<file path="config.mk">
export PLATFORM = sky130hd
export DESIGN_NAME = bsil_core
export DESIGN_NICKNAME = d
export VERILOG_FILES = /design/src/core/bsil_pkg.sv /design/src/core/bsil_core.sv /design/src/core/bsil_decode.sv
export VERILOG_INCLUDE_DIRS = /design/src /design/src/core
export SDC_FILE = /design/constraint.sdc
export NUM_CORES = 1
export LEC_CHECK = 0
export BUFFER_PORTS_ARGS = -buffer_cell sky130_fd_sc_hd__buf_4
export CAP_MARGIN = 20
export CORE_ASPECT_RATIO = 0.5
export CORE_MARGIN = 10
export CORE_UTILIZATION = 55
export DETAILED_ROUTE_END_ITERATION = 16
export MAX_ROUTING_LAYER = met4
export PLACE_DENSITY = 0.83
export SETUP_SLACK_MARGIN = 0.4
export SYNTH_ARGS = -nofsm -noshare
export SYNTH_HDL_FRONTEND = slang
export SYNTH_HIERARCHICAL = 1
export SYNTH_SLANG_ARGS = --single-unit
</file>
<file path="constraint.sdc">
create_clock -name core_clk -period 4.23 [get_ports core_clk]
set_input_delay 0.2115 -clock core_clk [delete_from_list [all_inputs] [get_ports core_clk]]
set_output_delay 0.2115 -clock core_clk [all_outputs]
set_load 0.1 [all_outputs]
</file>
<file path="src/core/bsil_defs.svh">
// constants for the boundary-scan instruction logic
// assumes one test clock domain and an external tap controller
`ifndef BSIL_DEFS_SVH
`define BSIL_DEFS_SVH

`define BSIL_CHAIN_LEN   18
`define BSIL_LE_BIT      17
`define BSIL_OE_BIT      16
`define BSIL_IN_HI       15
`define BSIL_IN_LO       8
`define BSIL_OUT_HI      7
`define BSIL_OUT_LO      0
`define BSIL_BCR_RST     2'h2
`define BSIL_BYP_CAPT    1'h0
`define BSIL_PIN_IDLE    10'h100

`define BSIL_OP_EXT0     7'h00
`define BSIL_OP_SAMPLE   7'h02
`define BSIL_OP_EXT1     7'h03
`define BSIL_OP_HIGHZ    7'h06
`define BSIL_OP_CLAMP    7'h07
`define BSIL_OP_RUN_TEST_INSTRUCTION     7'h09
`define BSIL_OP_READN    7'h0A
`define BSIL_OP_READT    7'h0B
`define BSIL_OP_CELLT    7'h0C
`define BSIL_OP_TOGGLE   7'h0D
`define BSIL_OP_CSCN     7'h0E
`define BSIL_OP_CSCT     7'h0F

`define BSIL_TAPS16      16'hD008
`define BSIL_TAPS8       8'hB8

`endif

</file>
<file path="src/core/bsil_pkg.sv">
// types for the boundary-scan instruction logic
// assumes bsil_defs.svh holds the numeric constants
package bsil_pkg;

  typedef enum logic [3:0] {
    BSIL_I_BYPASS,
    BSIL_I_EXTEST,
    BSIL_I_SAMPLE,
    BSIL_I_HIGHZ,
    BSIL_I_CLAMP,
    BSIL_I_RUN_TEST_INSTRUCTION,
    BSIL_I_READ,
    BSIL_I_CELLT,
    BSIL_I_TOGGLE,
    BSIL_I_CSCAN
  } bsil_instr_type;

  typedef enum logic [1:0] {
    BSIL_P_BYPASS,
    BSIL_P_CHAIN,
    BSIL_P_CONTROL
  } bsil_path_type;

  typedef enum logic [1:0] {
    BSIL_M_NORMAL,
    BSIL_M_TEST,
    BSIL_M_MODIFIED
  } bsil_mode_type;

  typedef struct packed {
    bsil_instr_type instr;
    bsil_path_type  path;
    bsil_mode_type  mode;
  } bsil_dec_type;

  typedef struct packed {
    logic tlr;
    logic run_idle;
    logic capture_dr;
    logic shift_dr;
    logic update_dr;
  } bsil_tap_type;

  typedef struct packed {
    logic       latch_enable_pin;
    logic       out_enable_n_pin;
    logic [7:0] data_pin;
  } bsil_pins_type;

endpackage

</file>
<file path="src/core/bsil_core.sv">
// boundary cell chain, control register and run-test operations
// assumes tap state strobes and ir come from a tap controller on core_clk
`timescale 1ns/1ns
`include "bsil_defs.svh"

module bsil_core #(
  parameter logic [15:0] TAPS16 = `BSIL_TAPS16,
  parameter logic [7:0]  TAPS8  = `BSIL_TAPS8
) (
  input  wire logic                    core_clk,
  input  wire logic                    nrst,
  input  wire logic [7:0]              ir_value,
  input  wire bsil_pkg::bsil_tap_type  tap,
  input  wire logic                    tdi,
  input  wire bsil_pkg::bsil_pins_type pins,
  input  wire logic [7:0]              core_q,
  output logic                         tdo_bit,
  output logic [7:0]                   q_pin_out,
  output logic [7:0]                   q_pin_oe,
  output logic [7:0]                   core_d,
  output logic                         core_le,
  output logic                         core_oe_n,
  output logic                         test_mode,
  output logic [1:0]                   bcr_value
);

  // one lfsr step; zero in gives zero out
  function automatic logic [15:0] step16(input logic [15:0] v);
    step16 = {v[14:0], ^(v & TAPS16)};
  endfunction

  function automatic logic [7:0] step8(input logic [7:0] v);
    step8 = {v[6:0], ^(v & TAPS8)};
  endfunction

  bsil_pkg::bsil_dec_type dec;

  // decode is pure logic, no state of its own
  bsil_decode u_dec (
    .ir  (ir_value),
    .dec (dec)
  );

  // pin synchronisers
  bsil_pkg::bsil_pins_type pin_s1_r;
  bsil_pkg::bsil_pins_type pin_s1_nxt;
  bsil_pkg::bsil_pins_type pin_s2_r;
  bsil_pkg::bsil_pins_type pin_s2_nxt;

  always_comb
  begin
    pin_s1_nxt = pins;
    pin_s2_nxt = pin_s1_r;
  end

  always_ff @(posedge core_clk)
  begin
    // idle levels: output enable inactive, so pins stay floated after reset except in test mode, where shadow bit 16 drives them
    if (!nrst)
    begin
      pin_s1_r <= `BSIL_PIN_IDLE;
      pin_s2_r <= `BSIL_PIN_IDLE;
    end
    else
    begin
      pin_s1_r <= pin_s1_nxt;
      pin_s2_r <= pin_s2_nxt;
    end
  end

  // scan registers
  logic [17:0] chain_r;
  logic [17:0] chain_nxt;
  logic [17:0] shadow_r;
  logic [17:0] shadow_nxt;
  logic [17:0] upd_mask_r;
  logic [17:0] upd_mask_nxt;
  logic [1:0]  bcr_shift_r;
  logic [1:0]  bcr_shift_nxt;
  logic [1:0]  boundary_control_reg_r;
  logic [1:0]  boundary_control_reg_nxt;
  logic        bypass_r;
  logic        bypass_nxt;

  logic        run_test_instruction_active;
  logic        toggle_active;
  logic [7:0]  din;
  logic [15:0] sig16;

  always_comb
  begin
    chain_nxt                = chain_r;
    shadow_nxt               = shadow_r;
    upd_mask_nxt             = '0;
    bcr_shift_nxt            = bcr_shift_r;
    boundary_control_reg_nxt = boundary_control_reg_r;
    bypass_nxt               = bypass_r;
    din                      = pin_s2_r.data_pin;
    run_test_instruction_active   = tap.run_idle && (dec.instr == bsil_pkg::BSIL_I_RUN_TEST_INSTRUCTION);
    toggle_active = tap.run_idle && (dec.instr == bsil_pkg::BSIL_I_TOGGLE);
    sig16         = step16(chain_r[15:0]) ^ {din, 8'h00};

    // shadow update one cycle after a run step
    shadow_nxt = (shadow_r & ~upd_mask_r) | (chain_r & upd_mask_r);

    if (tap.tlr)
    begin
      boundary_control_reg_nxt = `BSIL_BCR_RST;
    end
    else if (tap.capture_dr)
    begin
      unique case (dec.path)
        bsil_pkg::BSIL_P_CHAIN:
        begin
          if (dec.instr == bsil_pkg::BSIL_I_CELLT)
            chain_nxt = ~shadow_r;
          else if (dec.instr != bsil_pkg::BSIL_I_READ)
            chain_nxt = {pin_s2_r.latch_enable_pin,
                         pin_s2_r.out_enable_n_pin,
                         din, core_q};
        end
        bsil_pkg::BSIL_P_CONTROL:
          bcr_shift_nxt = boundary_control_reg_r;
        bsil_pkg::BSIL_P_BYPASS:
          bypass_nxt = `BSIL_BYP_CAPT;
      endcase
    end
    else if (tap.shift_dr)
    begin
      unique case (dec.path)
        bsil_pkg::BSIL_P_CHAIN:
          chain_nxt = {tdi, chain_r[17:1]};
        bsil_pkg::BSIL_P_CONTROL:
          bcr_shift_nxt = {tdi, bcr_shift_r[1]};
        bsil_pkg::BSIL_P_BYPASS:
          bypass_nxt = tdi;
      endcase
    end
    else if (tap.update_dr)
    begin
      if (dec.path == bsil_pkg::BSIL_P_CHAIN)
        shadow_nxt = chain_r;
      else if (dec.path == bsil_pkg::BSIL_P_CONTROL)
        boundary_control_reg_nxt = bcr_shift_r;
    end
    else if (toggle_active)
    begin
      chain_nxt[7:0] = ~chain_r[7:0];
      upd_mask_nxt   = 18'h000FF;
    end
    else if (run_test_instruction_active)
    begin
      // bits 17 and 16 never step
      unique case (boundary_control_reg_r)
        2'h0:
        begin
          chain_nxt[15:8] = din;
          chain_nxt[7:0]  = ~chain_r[7:0];
          upd_mask_nxt    = 18'h0FFFF;
        end
        2'h1:
        begin
          chain_nxt[15:0] = step16(chain_r[15:0]);
          upd_mask_nxt    = 18'h0FFFF;
        end
        2'h2:
        begin
          chain_nxt[15:0] = sig16;
          upd_mask_nxt    = 18'h0FF00;
        end
        2'h3:
        begin
          chain_nxt[15:8] = step8(chain_r[15:8]) ^ din;
          chain_nxt[7:0]  = step8(chain_r[7:0]);
          upd_mask_nxt    = 18'h0FFFF;
        end
      endcase
    end
  end

  always_ff @(posedge core_clk)
  begin
    if (!nrst)
    begin
      chain_r                <= '0;
      shadow_r               <= '0;
      upd_mask_r             <= '0;
      bcr_shift_r            <= '0;
      boundary_control_reg_r <= `BSIL_BCR_RST;
      bypass_r               <= 1'h0;
    end
    else
    begin
      chain_r                <= chain_nxt;
      shadow_r               <= shadow_nxt;
      upd_mask_r             <= upd_mask_nxt;
      bcr_shift_r            <= bcr_shift_nxt;
      boundary_control_reg_r <= boundary_control_reg_nxt;
      bypass_r               <= bypass_nxt;
    end
  end

  // output stage
  logic       tdo_nxt;
  logic [7:0] q_pin_out_nxt;
  logic [7:0] q_pin_oe_nxt;
  logic [7:0] core_d_nxt;
  logic       core_le_nxt;
  logic       core_oe_n_nxt;
  logic       test_mode_nxt;

  always_comb
  begin
    unique case (dec.path)
      bsil_pkg::BSIL_P_CHAIN:   tdo_nxt = chain_r[0];
      bsil_pkg::BSIL_P_CONTROL: tdo_nxt = bcr_shift_r[0];
      bsil_pkg::BSIL_P_BYPASS:  tdo_nxt = bypass_r;
      // unused path code falls back to bypass
      default:                  tdo_nxt = bypass_r;
    endcase
    test_mode_nxt = (dec.mode == bsil_pkg::BSIL_M_TEST);
    unique case (dec.mode)
      bsil_pkg::BSIL_M_TEST:
      begin
        core_d_nxt    = shadow_r[15:8];
        core_le_nxt   = shadow_r[17];
        core_oe_n_nxt = shadow_r[16];
        q_pin_out_nxt = shadow_r[7:0];
        q_pin_oe_nxt  = {8{~shadow_r[16]}};
      end
      bsil_pkg::BSIL_M_MODIFIED:
      begin
        core_d_nxt    = din;
        core_le_nxt   = pin_s2_r.latch_enable_pin;
        core_oe_n_nxt = pin_s2_r.out_enable_n_pin;
        q_pin_out_nxt = core_q;
        q_pin_oe_nxt  = 8'h00;
      end
      bsil_pkg::BSIL_M_NORMAL:
      begin
        core_d_nxt    = din;
        core_le_nxt   = pin_s2_r.latch_enable_pin;
        core_oe_n_nxt = pin_s2_r.out_enable_n_pin;
        q_pin_out_nxt = core_q;
        q_pin_oe_nxt  = {8{~pin_s2_r.out_enable_n_pin}};
      end
      default:
      begin
        core_d_nxt    = din;
        core_le_nxt   = pin_s2_r.latch_enable_pin;
        core_oe_n_nxt = pin_s2_r.out_enable_n_pin;
        q_pin_out_nxt = core_q;
        q_pin_oe_nxt  = 8'h00;
      end
    endcase
  end

  always_ff @(posedge core_clk)
  begin
    if (!nrst)
    begin
      tdo_bit   <= 1'h0;
      q_pin_out <= 8'h00;
      q_pin_oe  <= 8'h00;
      core_d    <= 8'h00;
      core_le   <= 1'h0;
      core_oe_n <= 1'h1;
      test_mode <= 1'h0;
      bcr_value <= `BSIL_BCR_RST;
    end
    else
    begin
      tdo_bit   <= tdo_nxt;
      q_pin_out <= q_pin_out_nxt;
      q_pin_oe  <= q_pin_oe_nxt;
      core_d    <= core_d_nxt;
      core_le   <= core_le_nxt;
      core_oe_n <= core_oe_n_nxt;
      test_mode <= test_mode_nxt;
      bcr_value <= boundary_control_reg_nxt;
    end
  end

endmodule // bsil_core

</file>
<file path="src/core/bsil_decode.sv">
// instruction decoder: instruction register value to operation
// assumes ir holds the updated instruction from the tap controller
`timescale 1ns/1ns
`include "bsil_defs.svh"

module bsil_decode (
  input  wire logic [7:0]            ir,
  output bsil_pkg::bsil_dec_type     dec
);

  always_comb
  begin
    dec.instr = bsil_pkg::BSIL_I_BYPASS;
    dec.path  = bsil_pkg::BSIL_P_BYPASS;
    dec.mode  = bsil_pkg::BSIL_M_NORMAL;
    case (ir[6:0])
      `BSIL_OP_EXT0, `BSIL_OP_EXT1:
      begin
        dec.instr = bsil_pkg::BSIL_I_EXTEST;
        dec.path  = bsil_pkg::BSIL_P_CHAIN;
        dec.mode  = bsil_pkg::BSIL_M_TEST;
      end
      `BSIL_OP_SAMPLE:
      begin
        dec.instr = bsil_pkg::BSIL_I_SAMPLE;
        dec.path  = bsil_pkg::BSIL_P_CHAIN;
      end
      `BSIL_OP_HIGHZ:
      begin
        dec.instr = bsil_pkg::BSIL_I_HIGHZ;
        dec.mode  = bsil_pkg::BSIL_M_MODIFIED;
      end
      `BSIL_OP_CLAMP:
      begin
        dec.instr = bsil_pkg::BSIL_I_CLAMP;
        dec.mode  = bsil_pkg::BSIL_M_TEST;
      end
      `BSIL_OP_RUN_TEST_INSTRUCTION:
      begin
        dec.instr = bsil_pkg::BSIL_I_RUN_TEST_INSTRUCTION;
        dec.mode  = bsil_pkg::BSIL_M_TEST;
      end
      `BSIL_OP_READN, `BSIL_OP_READT:
      begin
        dec.instr = bsil_pkg::BSIL_I_READ;
        dec.path  = bsil_pkg::BSIL_P_CHAIN;
        if (ir[0])
          dec.mode = bsil_pkg::BSIL_M_TEST;
      end
      `BSIL_OP_CELLT:
      begin
        dec.instr = bsil_pkg::BSIL_I_CELLT;
        dec.path  = bsil_pkg::BSIL_P_CHAIN;
      end
      `BSIL_OP_TOGGLE:
      begin
        dec.instr = bsil_pkg::BSIL_I_TOGGLE;
        dec.mode  = bsil_pkg::BSIL_M_TEST;
      end
      `BSIL_OP_CSCN, `BSIL_OP_CSCT:
      begin
        dec.instr = bsil_pkg::BSIL_I_CSCAN;
        dec.path  = bsil_pkg::BSIL_P_CONTROL;
        if (ir[0])
          dec.mode = bsil_pkg::BSIL_M_TEST;
      end
      default:
      begin
        dec.instr = bsil_pkg::BSIL_I_BYPASS;
      end
    endcase
  end

endmodule // bsil_decode

</file>
Yosys cells after proc, flatten, opt, wreduce, memory -nomap -nowiden
Index checks and enable logic that the tools add are counted.
- equality and inequality tests: 26
- mux-type cells: 38
- bitwise logic cells: 16
- reduce and logical (&&, ||, !) cells: 28
- operators with widths (operator ; count):
    18-bit two-way mux ; 10
    16-bit one-hot mux with 4 select lines ; 1
    7-bit by 4-bit == test with 1-bit output (second input constant) ; 7
    16-bit two-way mux ; 3
    8-bit two-way mux ; 6
    18-bit AND ; 2
    18-bit NOT ; 2
    18-bit one-hot mux with 2 select lines ; 1
    4-bit one-hot mux with 9 select lines ; 1
    18-bit bitwise OR ; 1
    8-bit one-hot mux with 2 select lines ; 1
    16-bit XOR reduction ; 1
    8-bit XOR reduction ; 2
    16-bit XOR ; 1
    7-bit by 2-bit == test with 1-bit output (second input constant) ; 2
    7-bit by 3-bit == test with 1-bit output (second input constant) ; 2
    2-bit two-way mux ; 5
    5-bit OR reduction ; 2
    4-bit by 3-bit == test with 1-bit output (second input constant) ; 2
    1-bit NOT ; 8
    8-bit NOT ; 1
    2-bit OR reduction ; 4
    8-bit XOR ; 1
    7-bit logical NOT ; 1
    25 further kinds ; 41
- bits in registers: 107
- input bits: 34
- logic and storage cells: 130

Logic depth before layout (Yosys ltp)
Gate-level depths: netlist of the first run.
- depth in word-level cells: 10
- depth in mapped cells: 10
- depth with buffers taken out: 8

Cells and area by module
The synthesis of the first run kept the hierarchy.
- modules (own cells, without submodules) (module ; instances ; cells an instance ; area an instance (µm²)):
    bsil_core ; 1 ; 458 ; 3985.1
    bsil_decode ; 1 ; 33 ; 216.5

Worst setup path after synthesis of the first run
No wires, ideal clock.
- kind: in2reg
- start point: input port ir_value[5]
- end point: register chain_r[8]
- data arrival time: 2365 ps
- path slack: 1748 ps
- cell stages on the path: 9
- path buffers: 2
- cell sequence: or3_1 > buf_4 > nor4_1 > nor2b_1 > and4b_1 > nor4_2 > nor2b_1 > clkbuf_1 > a22o_1
- RTL lines (element ; line ; text):
    start: declaration ; bsil_core.sv:12 ; input wire logic [7:0] ir_value,
    end signal: assignment ; bsil_core.sv:194 ; chain_r <= chain_nxt;
    end: declaration ; bsil_core.sv:72 ; logic [17:0] chain_r;

==> results of run 1 <==
critical path: cells and delay by family:
kind / cells / cell delay, ns
AND/OR/NAND/NOR: 1 / 0.49
AO/OA/AOI/OAI: 5 / 2.19
buffers and inverters: 1 / 0.10
cell usage in the layout, fill, tap and decap left out, types with 3 or more instances in the layout:
cell type,count
dfxtp_1,84
a31oi_1,13
inv_1,6
a211oi_1,4
a21oi_1,27
a32o_1,6
nand2_1,76
nand4b_1,3
inv_6,4
nor2b_1,25
nand2b_1,8
ha_1,3
xnor2_1,7
mux2i_1,23
clkbuf_16,9
nand3_1,12
a21boi_0,19
and2_1,20
nor4_1,4
o211ai_1,17
o211a_1,3
or2_2,4
o21ai_0,24
nor2_1,14
buf_4,65
o31ai_1,8
worst max-delay path by stage:
stage / start / end / depth (start not counted)
global placement: ir_value[5] / chain_r[1] / 7
detailed placement: ir_value[5] / chain_r[4] / 7
CTS: ir_value[5] / chain_r[4] / 7
floorplan: ir_value[5] / chain_r[8] / 9
finish: ir_value[5] / chain_r[4] / 7
global route: ir_value[5] / chain_r[5] / 7
logic make-up after synthesis:
group | Yosys count
muxes | 25
xor gates and xnor gates | 9
adders and majority gates | 4
and+or+nand+nor | 187
buffers and inverters | 51
AOI/OAI and AO/OA | 131
DFF | 84
cell type report:
cell class,count,area (um^2)
inverters,6,22.5
repair buffers,65,488
well taps,96,120
flip-flops and latches,84,1680
multi-input cells,356,2270
clock inverters,7,87.6
fillers,623,2480
clock buffers,9,225
power by group through the flow:
stage | clock (W) | combinational [W] | sequential (W)
global route | 0.000873 | 0.000247 | 0.000830
detailed placement | 0 | 0.000230 | 0.000846
floorplan | 0 | 0.000122 | 0.000898
global placement | 0 | 0.000227 | 0.000845
finish | 0.000829 | 0.000231 | 0.000828
CTS | 0.000841 | 0.000231 | 0.000828
flip-flops by register name, indices dropped and copies added, names as in the netlist, 2 cells and up:
signal and cells:
shadow_r 18, pin_s2_r 2, upd_mask_r 2, chain_r 18, din 8, bcr_shift_r 2
pin_s1_r 10, bcr_value 2, core_d 8, q_pin_out 8
routing by layer:
metal  routed length [um]  global-route usage [%]  vias up
li1                     -                       -     1777
met1                 4580                    21.5     1610
met2                 4270                    25.1      117
met3                  675                    5.30       19
met4                  191                    7.39        0
met5                    0                       -        -
stage by stage:
step	std cells	util, %
after floorplan	491	-
after global placement	607	62.1
after detailed placement	607	62.1
after CTS	623	66.4
after global routing	623	66.4
final	623	66.4
==> metrics, run 1 <==
crit share post-route=64.4%; power density cells=385 nW/um^2; sequential share of the synthesized area=40.0%; Max Slew Vio Count=0; DRT iter0 DRCs=435; Worst-Skew Late Latency=0.34 ns; overall track demand over capacity in global routing=17.1%; die width=144 um; most instantiated library cell after synthesis=dfxtp_1; crit end category=flop; Slowest cell on crit path=a2111oi_4; Adder-Cell Fraction of Synth Area=1.16%; warning count from the yosys run=6; total congestion overflow=0; final worst setup slack=1.51 ns; die height=81.8 um; WS Path Type=in -> reg; postcts setup bufs=0; vias in the first global route=3201; Rows=22; max_slew headroom=37.1%; CP startpoint kind=primary input; number of I/O port buffers=62; area grow syn2layout=16.6%; worst hold stages=2; Switching Fraction=27.8%; Reg2Reg Depth=4; Pwr Total=0.00189 W; Mapped Cells=491; number of synthesized flops with an enable pin=0; Clock power frac=43.9%; Synth area leaders=dfxtp_1 40%, nand2_1 6.8%, mux2i_1 5.5%; status=completed; CTS root buffer=clkbuf_16; Setup Skew=0.00659 ns; initial antenna violation count=0; dpl ws=1.20 ns; proportion of synthesized area in mux cells=6.02%; Num CTS Buffers=9; largest net degree at the start of global routing=77; via count=3523; Longest Clk Path Bufs=2; CORE AREA=7380 um^2; CTS sink count=84; Hold WS=0.0473 ns; Post-Route Setup TNS=0 ns; VDD IR max=0.234 mV; first-pass GRT wire length=15700 um; CTS tree=built; Synth Area per Inst=8.56 um^2; Hold Violations, Final=0; IO Count=64; # setup viols final=0; largest family of logic cells by synthesized area=simple AND/OR/NAND/NOR gates; Die Area=11700 um^2; Syn Nets=528; Netlist cell types=55; largest fanout on the critical path=16; combinational fraction of design power=12.2%; Max-Cap Viols=0; simple-gate share of the synthesized area=23.6%; leakage power=2.00 nW; P_int=0.00136 W; post-synthesis compound-gate area fraction=21.1%; average wire per standard cell=15.6 um; Placed Area=4580 um^2; Fmax=367 MHz; drt via density=5.65; DP HPWL=6240 um; number of diodes=0; CP cell instances=buf_4 -> or3_1 -> a211oi_1 -> a31oi_1 -> a2111oi_4 -> o21ai_0 -> a31oi_1; post-synth top area share=40.0%; Max H-tree Level=3; #FFs+latches synth=84; Post-route DRC=0; slowest stage delay, CP=0.80 ns; CP arrival=3.00 ns; reg2reg start=bcr_value[1]; Least-Margin Pin Slew=0.940 ns; DRT Wirelength=9710 um; first drt pass iteration count=7; cts repair resizes=0; Synth Area in XOR/XNOR=2.20%; Final #Nets=559; initial core utilization=57.0%; Worst EP required=4.50 ns; Critical Path Most Common Cell=a31oi_1; Reg2Reg Setup Slack=2.35 ns; sequential power share=43.9%; Post-synth top flop=dfxtp_1; Synth async-reset ratio=0%; final cell area excluding filler cells=4900 um^2; CTS clk-pin slew, worst paths=0.06 ns; Crit Reg-Reg Endpoint=chain_r[3]; RSZ-0062 raised after global routing=false; Post-synth top cells=84 x dfxtp_1, 76 x nand2_1, 27 x a21oi_1; worst min-delay path endpoint=pin_s1_r[8]; Worst Min Path Start=pins[8]; crit path time final=2.72 ns; share of cells above drive strength 1=18.4%; post-route ant nets=0; post-synth design cell area=4200 um^2; HP Class=in -> reg; GPL Wtd Cong=0.844; cts hold-fix bufs=0; Switch Pwr=0.000524 W; cell accounting for the most synthesized area=dfxtp_1
Note: power is estimated with default switching activity, not from simulation.
==> run 2, diff against run 1 <==
Clock period 4.23 ns to 2.53 ns, I/O delays scaled along.
==> run 2 against run 1 <==
Wire length up 4.0%. Setup slack got worse by 0.98 ns. Sequential share of layout area is 1.8 points lower. Largest power group is now registers.
==> metrics, run 2 (synthesis results as in run 1) <==
Longest Clk Path Bufs=2; Max Slew Vio Count=0; leading cell type in the layout, fill and taps excluded=dfxtp_1; DRT iter0 DRCs=257; Buf+Inv Stages, Crit Path=2; reg2reg start=bcr_value[0]; Post-route DRC=0; Worst EP required=2.77 ns; DRT Wirelength=10100 um; die width=144 um; Fmax=500 MHz; worst min-delay path endpoint=pin_s1_r[2]; Filler Cell Count=575; largest fanout on the critical path=12; vias in the first global route=3265; Reg2Reg Setup Slack=0.78 ns; first-pass GRT wire length=16100 um; dpl ws=0.0158 ns; CP arrival=2.24 ns; Post-Route Setup TNS=0 ns; DP HPWL=6770 um; final worst setup slack=0.529 ns; Worst Min Path Start=pins[2]; crit end category=flop; overall track demand over capacity in global routing=17.6%; slowest stage delay, CP=0.33 ns; via count=3621; critical path's top delay family=simple AND/OR/NAND/NOR gates; CTS clk-pin slew, worst paths=0.06 ns; VDD IR max=0.356 mV; number of I/O port buffers=62; Die Area=11700 um^2; most frequent cells in the layout=83 x dfxtp_1, 76 x nand2_1, 75 x buf_4, 25 x nor2b_1, 25 x a21oi_1; crit path from=ir_value[3]; CORE AREA=7380 um^2; status=completed; Hold WS=0.00339 ns; GPL Wtd Cong=0.859; Worst-Skew Late Latency=0.34 ns; power density cells=607 nW/um^2; max_slew headroom=66.8%; Setup Skew=0.00559 ns; CP startpoint kind=primary input; IO Count=64; total congestion overflow=0; Slowest cell on crit path=nor4_4; largest net degree at the start of global routing=47; Final #Nets=580; crit share post-route=79.1%; Max-Cap Viols=0; worst hold stages=2; Max H-tree Level=3; drt via density=5.62; RSZ-0062 raised after global routing=false; initial core utilization=57.0%; die height=81.8 um; # setup viols final=0; post-route ant nets=0; Rows=22; area grow syn2layout=23.1%; CP cell instances=buf_4 -> and4b_2 -> a31oi_1 -> a21oi_4 -> nor2b_2 -> and4b_2 -> nor4_4 -> nor2b_1 -> buf_4 -> a22o_1; share of cells above drive strength 1=21.7%; Num CTS Buffers=9; HP Class=in -> reg; Reg2Reg Depth=5; first drt pass iteration count=5; average wire per standard cell=15.7 um; CTS tree=built; number of diodes=0; Least-Margin Pin Slew=0.498 ns; WS Path Type=in -> reg; CTS sink count=84; leakage power=2.10 nW; Hold Violations, Final=0; largest registers in the final layout=chain_r: 18 flops, shadow_r: 18 flops, pin_s1_r: 10 flops; CTS root buffer=clkbuf_16; crit path time final=2.00 ns; initial antenna violation count=0; Crit Reg-Reg Endpoint=chain_r[8]
[run 2: worst max path at each step]
stage	endpoint	slack, ns	depth (start not counted)
after floorplan	chain_r[16]	0.37	8
after global placement	shadow_r[4]	0.12	9
after detailed placement	chain_r[4]	0.02	9
after CTS	chain_r[1]	0.47	10
after global routing	shadow_r[9]	0.41	9
final	chain_r[8]	0.53	10
[run 2: per-stage QoR]
stage	std cells	utilization, %	total power (W)	area, um^2
after floorplan	491	-	0.00171	4270
after global placement	618	64.5	0.00181	4760
after detailed placement	618	64.5	0.00182	4760
after CTS	643	70.0	0.00316	5160
after global routing	644	70.1	0.00325	5170
final	644	70.1	0.00314	5170
[run 2: where the power goes]
group          internal, W  total, W  switching, W
clock network     0.000819   0.00133      0.000515
registers          0.00136   0.00139     0.0000268
logic             0.000149  0.000420      0.000271
[run 2: cell type report]
type | instances | area [um^2] | area share (%)
clock buffers | 13 | 260 | 5.03
inverters | 6 | 22.5 | 0.435
well taps | 96 | 120 | 2.32
multi-input cells | 356 | 2350 | 45.4
flip-flops and latches | 84 | 1680 | 32.5
clock inverters | 3 | 45.0 | 0.871
repair buffers | 86 | 693 | 13.4
[run 2: layer usage]
metal | vias up | global-route usage (%) | share of wire, %
met1 | 1651 | 22.7 | 48
met4 | 0 | 6.68 | 1.7
met5 | - | - | 0
met2 | 121 | 25.3 | 43
li1 | 1828 | - | -
met3 | 21 | 5.64 | 7.3
[run 2: timing repair]
item | CTS | global route
pin swaps | 0 | 4
hold buffers | 9 | 0
hold endpoints to repair | 9 | 0
endpoints found under the setup margin | 7 | 14
buffers inserted | 0 | 1
gates resized for setup | 2 | 1
==> run 3, diff against run 2 <==
Clock period 2.53 ns to 2.05 ns, I/O delays scaled along.
==> run 3 against run 2 <==
First-iteration DRC count grew 81%. Setup slack lost 0.43 ns. Clock power grew 23%. Hold slack gained 0.029 ns. Flip-flop and latch count is the same. Sequential power grew 23%. Total power grew 27%. Sequential share of layout area shrank 4.2 points. Design area grew 15%. Wire length grew 26%. Clock-buffer cell count shrank 2. Via count grew 13%.
==> metrics, run 3 (synthesis results as in run 1) <==
status=completed; largest net degree at the start of global routing=52; number of I/O port buffers=62; Num CTS Buffers=9; DP HPWL=7290 um; first drt pass iteration count=5; Placed Cells incl. Taps=644; first-pass GRT wire length=18700 um; CTS sink count=84; CTS tree=built; die width=144 um; Rows=22; post-route ant nets=0; power density cells=671 nW/um^2; Hold Violations, Final=0; HP Class=in -> reg; Die Area=11700 um^2; Max Slew Vio Count=0; largest fanout on the critical path=7; final std cells w/o fill=689; overall track demand over capacity in global routing=20.3%; Hold WS=0.0327 ns; leakage power=2.44 nW; CTS root buffer=clkbuf_16; Fmax=513 MHz; IO Count=64; GPL Wtd Cong=0.883; WS Path Type=in -> reg; largest registers in the final layout=chain_r: 18 flops, shadow_r: 18 flops, pin_s1_r: 10 flops; CORE AREA=7380 um^2; RSZ-0062 raised after global routing=true; crit path time final=1.95 ns; Critical Path Most Common Cell=buf_6; total congestion overflow=0; Post-route DRC=0; initial core utilization=57.0%; crit share post-route=95.0%; # setup viols final=0; initial antenna violation count=0; Setup Skew=0.00594 ns; DRT iter0 DRCs=464; VDD IR max=0.501 mV; slowest stage delay, CP=0.38 ns; Slowest cell on crit path=or3_4; Filler Cell Count=426; Multi-input gate area=2580 um^2; register cell area after layout=1690 um^2; CP arrival=2.20 ns; leading cell type in the layout, fill and taps excluded=buf_4; most frequent cells in the layout=93 x buf_4, 82 x dfxtp_1, 74 x nand2_1, 23 x a21oi_1, 23 x nor2b_1; via count=4106; Worst-Skew Late Latency=0.34 ns; Worst EP required=2.31 ns; CTS clk-pin slew, worst paths=0.06 ns; crit end category=flop; number of diodes=0; CP startpoint kind=primary input; share of cells above drive strength 1=32.4%; average wire per standard cell=18.5 um; Max-Cap Viols=0; Least-Margin Pin Slew=0.464 ns; critical path's top delay family=simple AND/OR/NAND/NOR gates; die height=81.8 um; Final #Nets=626; CP cell instances=buf_6 -> or3_4 -> buf_12 -> nor4_4 -> buf_4 -> nand4b_1 -> buf_6 -> buf_6 -> buf_6 -> nand2_2 -> a31oi_1 -> mux2i_1 -> nor2b_1; max_slew headroom=69.1%; DRT Wirelength=12700 um; vias in the first global route=3825; Max H-tree Level=3; Longest Clk Path Bufs=2; drt via density=5.96; Buf+Inv Stages, Crit Path=6; area grow syn2layout=41.5%; Post-Route Setup TNS=0 ns
[run 3: worst register-to-register path, stage by stage (launching register included)]
cell and delay, ns:
dfxtp_1 0.47, xnor3_1 0.40, xnor2_1 0.23, a311oi_1 0.12, a211o_1 0.25, a22o_1 0.18
[run 3: routing by layer]
metal | routed length (um) | GRT usage [%] | up-vias | share of wire (%)
met5 | 0 | - | - | 0
met4 | 321 | 7.79 | 0 | 2.5
met3 | 1040 | 5.30 | 39 | 8.2
met2 | 5950 | 32.5 | 230 | 47
met1 | 5420 | 24.5 | 1910 | 43
li1 | - | - | 1927 | -
[run 3: final cells by class]
class / count / area share, %
clock buffer: 11 / 4.27
clock inverter: 4 / 0.800
inverter: 6 / 0.379
multi-input combinational: 356 / 43.4
sequential: 84 / 28.4
tap: 96 / 2.02
timing repair buffer: 132 / 20.8
[run 3: final timing paths]
check | start | to | slack (ns) | depth (start not counted)
worst min-delay path | core_q[2] | q_pin_out[2] | 0.03 | 3
worst max-delay path | ir_value[6] | chain_r[17] | 0.10 | 13
worst min register to register | pin_s1_r[8] | pin_s2_r[8] | 0.41 | 1
worst max register to register | chain_r[13] | chain_r[8] | 0.30 | 5
[run 3: power breakdown]
group          leakage (nW)  internal, W  switching [W]
registers             0.685      0.00168      0.0000360
logic                  1.60     0.000251       0.000383
clock network         0.147      0.00101       0.000636
total                  2.44      0.00293        0.00106
[run 3: repair_timing]
action	4_1_cts	5_1_grt
hold endpoints to repair	12	0
hold buffers	11	0
endpoints found under the setup margin	38	60
setup buffers	10	7
gates cloned	1	1
pin swaps	17	19
gates resized for setup	29	42
[run 3: through the flow]
step	utilization, %	setup slack, ns	power, W	instance area, um^2
after floorplan	-	-0.0107	0.00212	4320
after detailed placement	68.5	-0.262	0.00228	5060
final	80.6	0.102	0.00399	5950
after global routing	80.6	0.0479	0.00412	5950
after global placement	68.5	-0.194	0.00227	5060
after CTS	77.4	0.138	0.00394	5710
